### src/logic/kbd_emul_map.vh
// Offsets, field positions, reset values and timing for the keyboard emulation block.
// Included by the block's design file only.
`ifndef KBD_EMUL_MAP_VH
`define KBD_EMUL_MAP_VH

// EC-side register offsets
`define KE_OFF_MAIN_DATA   12'h000
`define KE_OFF_STATUS      12'h004
`define KE_OFF_CONTROL     12'h008
`define KE_OFF_AUX_DATA    12'h00C
`define KE_OFF_KBD_FLAG    12'h010
`define KE_OFF_ACTIVATE    12'h330

// Status register fields
`define KE_ST_OUT_FULL     0
`define KE_ST_IN_FULL      1
`define KE_ST_CMD          3
`define KE_ST_AUX          5

// Control register fields
`define KE_CT_GATE         0
`define KE_CT_KBD_SEL      1
`define KE_CT_AUX_SEL      2

// Reset values
`define KE_CONTROL_RST     3'h0
`define KE_BYTE_RST        8'h00

// Host command that starts a CPU reset pulse
`define KE_CMD_CPU_RESET   8'hFE

// CPU reset pulse length in 1 MHz ticks
`define KE_RST_PULSE_US    6

`endif

### src/logic/kbd_emul.v
// Keyboard controller emulation: EC/host message interface with host and EC interrupts.
// Assumes host and EC strobes are one-cycle pulses on clk; tick_1mhz comes from another domain.
`include "kbd_emul_map.vh"

module kbd_emul #(
    parameter RST_PULSE_US = `KE_RST_PULSE_US
) (
    // Clock and reset
    input  wire        clk,
    input  wire        resetn,
    // EC register port
    input  wire [11:0] ec_addr,
    input  wire        ec_wr,
    input  wire        ec_rd,
    input  wire [7:0]  ec_wdata,
    output reg  [7:0]  ec_rdata,
    // Host I/O port
    input  wire        host_data_wr,
    input  wire        host_cmd_wr,
    input  wire        host_data_rd,
    input  wire        host_stat_rd,
    input  wire [7:0]  host_wdata,
    output reg  [7:0]  host_rdata,
    // 1 MHz timebase
    input  wire        tick_1mhz,
    // Interrupts and reset
    output wire        kbd_host_irq,
    output wire        aux_host_irq,
    output reg         in_buffer_full_irq,
    output reg         out_buffer_empty_irq,
    output wire        kbd_reset_out
);

    reg        activate_r;
    reg  [2:0] control_r;
    reg  [7:0] out_data_r;
    reg  [7:0] in_data_r;
    reg        out_buffer_full_r;
    reg        in_buffer_full_r;
    reg        cmd_r;
    reg        kbd_hw_r;
    reg        kbd_fw_r;
    reg        aux_hw_r;
    reg        aux_fw_r;
    reg        tick_s1_r;
    reg        tick_s2_r;
    reg        tick_s3_r;
    reg        rst_busy_r;
    reg  [7:0] rst_cnt_r;

    wire host_irq_gate          = control_r[`KE_CT_GATE];
    wire kbd_flag_fw_select     = control_r[`KE_CT_KBD_SEL];
    wire aux_flag_source_select = control_r[`KE_CT_AUX_SEL];

    // Host traffic, EC writes and EC main-data reads only count while the interface is active; the activate write always counts
    wire h_wr       = activate_r & (host_data_wr | host_cmd_wr);
    wire h_rd       = activate_r & host_data_rd;
    wire e_wr       = activate_r & ec_wr;
    wire wr_main    = e_wr & (ec_addr == `KE_OFF_MAIN_DATA);
    wire wr_aux     = e_wr & (ec_addr == `KE_OFF_AUX_DATA);
    wire wr_status  = e_wr & (ec_addr == `KE_OFF_STATUS);
    wire wr_control = e_wr & (ec_addr == `KE_OFF_CONTROL);
    wire wr_kflag   = e_wr & (ec_addr == `KE_OFF_KBD_FLAG);
    wire rd_in_data = activate_r & ec_rd & (ec_addr == `KE_OFF_MAIN_DATA);

    wire kbd_out_flag = kbd_flag_fw_select ? kbd_fw_r : kbd_hw_r;
    wire aux_out_flag = aux_flag_source_select ? aux_fw_r : aux_hw_r;

    assign kbd_host_irq = activate_r & host_irq_gate & kbd_out_flag;
    assign aux_host_irq = activate_r & host_irq_gate & aux_out_flag;

    wire [7:0] status_w = {2'b00, aux_out_flag, 1'b0, cmd_r, 1'b0,
                           in_buffer_full_r, out_buffer_full_r};

    wire out_full_nxt = (wr_main | wr_aux) ? 1'b1 : (h_rd ? 1'b0 : out_buffer_full_r);
    wire in_full_nxt  = h_wr ? 1'b1 : (rd_in_data ? 1'b0 : in_buffer_full_r);

    // Data and flags; set wins over a clear in the same cycle
    always @(posedge clk or negedge resetn)
    begin
        if (!resetn)
        begin
            activate_r        <= 1'b0;
            control_r         <= `KE_CONTROL_RST;
            out_data_r        <= `KE_BYTE_RST;
            in_data_r         <= `KE_BYTE_RST;
            out_buffer_full_r <= 1'b0;
            in_buffer_full_r  <= 1'b0;
            cmd_r             <= 1'b0;
            kbd_hw_r          <= 1'b0;
            kbd_fw_r          <= 1'b0;
            aux_hw_r          <= 1'b0;
            aux_fw_r          <= 1'b0;
            in_buffer_full_irq   <= 1'b0;
            out_buffer_empty_irq <= 1'b0;
        end
        else
        begin
            if (ec_wr && ec_addr == `KE_OFF_ACTIVATE)
                activate_r <= ec_wdata[0];
            if (!activate_r)
            begin
                // Powered down: buffer, hardware and irq flags clear; cmd_r, kbd_fw_r and aux_fw_r keep their value
                out_buffer_full_r <= 1'b0;
                in_buffer_full_r  <= 1'b0;
                kbd_hw_r          <= 1'b0;
                aux_hw_r          <= 1'b0;
                in_buffer_full_irq   <= 1'b0;
                out_buffer_empty_irq <= 1'b0;
            end
            else
            begin
                if (wr_control)
                    control_r <= ec_wdata[2:0];
                if (wr_main | wr_aux)
                    out_data_r <= ec_wdata;
                if (h_wr)
                begin
                    in_data_r <= host_wdata;
                    cmd_r     <= host_cmd_wr;
                end
                out_buffer_full_r <= out_full_nxt;
                in_buffer_full_r  <= in_full_nxt;
                if (wr_main)
                    kbd_hw_r <= 1'b1;
                else if (h_rd)
                    kbd_hw_r <= 1'b0;
                if (wr_aux)
                    aux_hw_r <= 1'b1;
                else if (h_rd)
                    aux_hw_r <= 1'b0;
                if (wr_kflag)
                    kbd_fw_r <= ec_wdata[0];
                if (wr_status)
                    aux_fw_r <= ec_wdata[`KE_ST_AUX];
                in_buffer_full_irq   <= in_full_nxt & ~in_buffer_full_r;
                out_buffer_empty_irq <= ~out_full_nxt & out_buffer_full_r;
            end
        end
    end

    // EC read mux, combinational then registered a cycle later
    reg [7:0] ec_rdata_nxt;
    always @*
    begin
        ec_rdata_nxt = 8'h00;
        if (ec_addr == `KE_OFF_MAIN_DATA)
            ec_rdata_nxt = in_data_r;
        else if (ec_addr == `KE_OFF_STATUS)
            ec_rdata_nxt = status_w;
        else if (ec_addr == `KE_OFF_CONTROL)
            ec_rdata_nxt = {5'h00, control_r};
        else if (ec_addr == `KE_OFF_KBD_FLAG)
            ec_rdata_nxt = {7'h00, kbd_out_flag};
        else if (ec_addr == `KE_OFF_ACTIVATE)
            ec_rdata_nxt = {7'h00, activate_r};
    end

    always @(posedge clk or negedge resetn)
    begin
        if (!resetn)
        begin
            ec_rdata   <= `KE_BYTE_RST;
            host_rdata <= `KE_BYTE_RST;
        end
        else
        begin
            if (ec_rd)
                ec_rdata <= ec_rdata_nxt;
            if (h_rd)
                host_rdata <= out_data_r;
            else if (activate_r && host_stat_rd)
                host_rdata <= status_w;
        end
    end

    // CPU reset pulse timed by 1 MHz rising edges; slow clock is asynchronous to clk
    wire tick_rise = tick_s2_r & ~tick_s3_r;
    wire rst_start = activate_r & host_cmd_wr & (host_wdata == `KE_CMD_CPU_RESET);

    always @(posedge clk or negedge resetn)
    begin
        if (!resetn)
        begin
            tick_s1_r  <= 1'b0;
            tick_s2_r  <= 1'b0;
            tick_s3_r  <= 1'b0;
            rst_busy_r <= 1'b0;
            rst_cnt_r  <= 8'h00;
        end
        else
        begin
            tick_s1_r <= tick_1mhz;
            tick_s2_r <= tick_s1_r;
            tick_s3_r <= tick_s2_r;
            if (!activate_r)
                rst_busy_r <= 1'b0;
            else if (rst_start && !rst_busy_r)
            begin
                rst_busy_r <= 1'b1;
                rst_cnt_r  <= 8'h00;
            end
            else if (rst_busy_r && tick_rise)
            begin
                if (rst_cnt_r == RST_PULSE_US[7:0] - 8'h01)
                    rst_busy_r <= 1'b0;
                rst_cnt_r <= rst_cnt_r + 8'h01;
            end
        end
    end

    assign kbd_reset_out = rst_busy_r;

endmodule

### config.mk
export PLATFORM = sky130hd
export DESIGN_NAME = kbd_emul
export DESIGN_NICKNAME = d
export VERILOG_FILES = /design/src/logic/kbd_emul.v
export VERILOG_INCLUDE_DIRS = /design/src /design/src/logic
export SDC_FILE = /design/constraint.sdc
export NUM_CORES = 1
export LEC_CHECK = 0
export BUFFER_PORTS_ARGS = -buffer_cell sky130_fd_sc_hd__buf_2
export CAP_MARGIN = 10
export CORE_AREA = 3 3 74 76
export DETAILED_ROUTE_END_ITERATION = 7
export DIE_AREA = 0 0 77 79
export GPL_TIMING_DRIVEN = 0
export PLACE_DENSITY_LB_ADDON = 0.12
export SYNTH_ARGS = -nofsm -noshare
export SYNTH_HDL_FRONTEND = slang
export SYNTH_SLANG_ARGS = --single-unit
### constraint.sdc
create_clock -name clk -period 3.95 [get_ports clk]
set_input_delay 0.1975 -clock clk [delete_from_list [all_inputs] [get_ports clk]]
set_output_delay 0.1975 -clock clk [all_outputs]
set_load 0.02 [all_outputs]
==> impl_metrics.csv <==
group,metric,value,unit
status,status,"completed",
power,powerDensity,414,nW/um^2
timing,rsz0062_at_grt,"false",
timing,relSlewSlack,33.6,%
route,wl_per_cell,15.2,um
setup_path,worst-setup-path-type,"reg2out",
setup_path,r2r_end,"out_data_r[3]",
timing,post-route-period-util,60.9,%
worst_hold_path,hp-class,"in2reg",
global_routing,track_usage,19.4,%
clock_network,clock_latency,0.33,ns
timing,finalMaxSlewViolations,0,
clock_network,cts_resized,0,
finish,syn_to_final_growth,25.3,%
route,drt-total-wl,5580,um
floorplan,die_h,79,um
route,ant_nets,0,
synth,ys_warn_count,0,
synth,synth_top_cell_area_share,54.5,%
setup_path,reg2reg_from,"activate_r",
route,num_vias,2007,
placed_design,placedInstanceArea,2980,um^2
clock_network,cts.clk_slew.worst_paths,0.07,ns
clock_network,clock-sinks,57,
setup_path,crit_chain,"clkbuf_1 > clkbuf_1 > clkbuf_1 > nand2_1 > nor2_1 > buf_2",
clock_network,cts.path.max_buffers,2,
synth,yosys_most_used_dff,"dfrtp_1",
setup_path,slowest_delay,0.44,ns
power,max-vdd-ir-drop,328,uV
clock_network,cts_buffers,9,
synth,synth-edff-count,0,
setup_path,cp_common_cell,"clkbuf_1",
setup_path,setup.worst_path.end,"aux_host_irq",
floorplan,ios,58,
global_routing,overflow,0,
setup_path,crit_path_max_fanout,10,
clock_network,clk_root_buffer_cell,"clkbuf_8",
finish,finalNetCount,334,
setup_path,r2r_cells,5,
timing,max_slew.worst_pin.slew,0.989,ns
finish,final_common_cell,"dfrtp_1",
timing,finClkSkew,0.00863,ns
setup_path,required,3.75,ns
finish,n_fill_cell,391,
global_routing,antenna_found_initial,0,
placed_design,gp_congestion,0.760,
setup_path,slowest_stage,"clkbuf_1",
clock_network,htreeDepth,3,
synth,synth_area,2620,um^2
power,leakage,1.56,nW
synth,syn-instance-count,226,
finish,drive_above_1_share,34.7,%
route,post-route-drc-count,0,
global_routing,grt_pass1_vias,1976,
run,drv_cap,0,
timing,timing.final.hold_violations,0,
finish,fin_area,3280,um^2
synth,yosysUniqueCellTypes,50,
clock_network,cts_tree,"built",
finish,diodes,0,
synth,synth_area_leaders,"dfrtp_1, mux2_2, mux2_4",
finish,final_cell_mix,"dfrtp_1, buf_2, nand2_1, nor2_1, mux2_2",
setup_path,critPathLaunchType,"flip-flop",
route,vias_per_cell,5.47,
setup_path,cp-end-kind,"primary output",
timing,setup_violations,0,
placed_design,place_hpwl,3960,um
setup_path,arrival,2.21,ns
route,drtPass1Iterations,4,
route,drt-initial-drc-count,140,
timing,finalSetupTns,0,ns
timing,fin_crit,2.40,ns
floorplan,die_area,6080,um^2
synth,avgSynthCellArea,11.6,um^2
floorplan,coreArea,4790,um^2
floorplan,initial_core_util,54.7,%
timing,fmax,0.416,GHz
global_routing,grt_max_degree,58,
floorplan,fp-row-count,25,
synth,synth_seq_area_share,54.5,%
setup_path,startpoint,"activate_r",
synth,synth-seq-cells,57,
floorplan,die_w,77,um
clock_network,post_cts_buffers,0,
synth,yosys.area.top_type,"dfrtp_1",
global_routing,grt_pass1_wl,9310,um
synth,synthArstFlopShare,100,%
setup_path,r2r_setup_slack,2.02,ns
placed_design,port_buffers,55,
synth,synth_nets,265,
routing by layer:
metal  routed length, um  GRT usage, %  share of wire [%]  up-vias
met5                   0             0                  0        -
met4                  80          6.94                1.4        0
met3                 341          4.76                6.1       11
met2                2530          29.4                 45       61
met1                2630          27.3                 47      977
li1                    -             -                  -      958
sequential cells by signal, indices dropped and copies added (netlist names), 3 cells and up:
signal      cells
out_data_r      8
control_r       3
ec_rdata        8
in_data_r       8
host_rdata      8
rst_cnt_r       8
per-stage QoR:
| step | instances | worst slack (ns) | power (mW) | utilization, % | hold WS [ns] |
|---|---|---|---|---|---|
| 2_1_floorplan | 226 | 2.20 | 0.623 | - | -0.0981 |
| 3_3_place_gp | 348 | 1.88 | 0.662 | 62.2 | 0.306 |
| 3_5_place_dp | 348 | 1.87 | 0.664 | 62.2 | 0.308 |
| 4_1_cts | 365 | 1.50 | 1.37 | 67.9 | 0.0940 |
| 5_1_grt | 367 | 1.37 | 1.40 | 68.5 | 0.0932 |
| 6_report | 367 | 1.55 | 1.36 | 68.5 | 0.101 |
Yosys cell counts, types with 2 or more instances:
| cell | count |
|---|---|
| a21boi_0 | 2 |
| a22o_1 | 5 |
| a31o_2 | 2 |
| a32o_1 | 4 |
| clkbuf_1 | 10 |
| dfrtp_1 | 57 |
| ha_1 | 2 |
| inv_1 | 12 |
| mux2_2 | 14 |
| mux2_4 | 8 |
| mux2i_1 | 4 |
| nand2_1 | 15 |
| nand2b_1 | 2 |
| nand3_1 | 7 |
| nand4_1 | 10 |
| nand4b_1 | 2 |
| nor2_1 | 15 |
| nor2b_1 | 3 |
| nor3_1 | 5 |
| o21ai_0 | 8 |
| o21ai_1 | 2 |
| o22ai_1 | 4 |
| o31ai_1 | 2 |
| xnor2_1 | 3 |
| xor2_1 | 3 |
critical path: cells and delay by family (launching register included):
family	cells	cell delay, ns
buffers and inverters	4	1.30
flip-flops	1	0.32
AND/OR/NAND/NOR	2	0.26
power by group:
part	total (mW)	switching (mW)	internal [mW]	leakage, nW
Clock	0.702	0.231	0.471	0.129
Sequential	0.593	0.00341	0.590	0.747
Combinational	0.0628	0.0374	0.0254	0.687
Total	1.36	0.272	1.09	1.56
repair_timing:
item / CTS / global route
setup endpoints to repair: 0 / 0
hold buffers: 1 / 1
hold endpoints to repair: 1 / 27
kinds of logic after synthesis:
group / after synthesis / share of synthesized area [%]
mux: 26 / 12.1
fa+ha+maj: 2 / 0.955
buf+inv: 23 / 3.58
flops: 57 / 54.5
simple gates: 75 / 16.6
xor+xnor: 6 / 2.01
compound gates: 37 / 10.3
cell type report:
type	instances	area (um^2)	share of cell area [%]
sequential	57	1430	43.5
multi-input combinational	146	1100	33.5
timing repair buffer	58	315	9.61
clock buffer	12	165	5.03
clock inverter	4	97.6	2.97
tap	67	83.8	2.56
buffer	11	48.8	1.49
inverter	12	45.0	1.37
worst min-delay path by stage:
| stage | from | to | cells after the start |
|---|---|---|---|
| after CTS | ec_wdata[7] | out_data_r[7] | 2 |
| final | ec_wdata[4] | out_data_r[4] | 2 |
| after floorplan | resetn | activate_r | 0 |
| after global placement | tick_1mhz | tick_s1_r | 1 |
| after global routing | ec_wdata[7] | out_data_r[7] | 2 |
| after detailed placement | tick_1mhz | tick_s1_r | 1 |
Power figures use the tool's default switching activity.
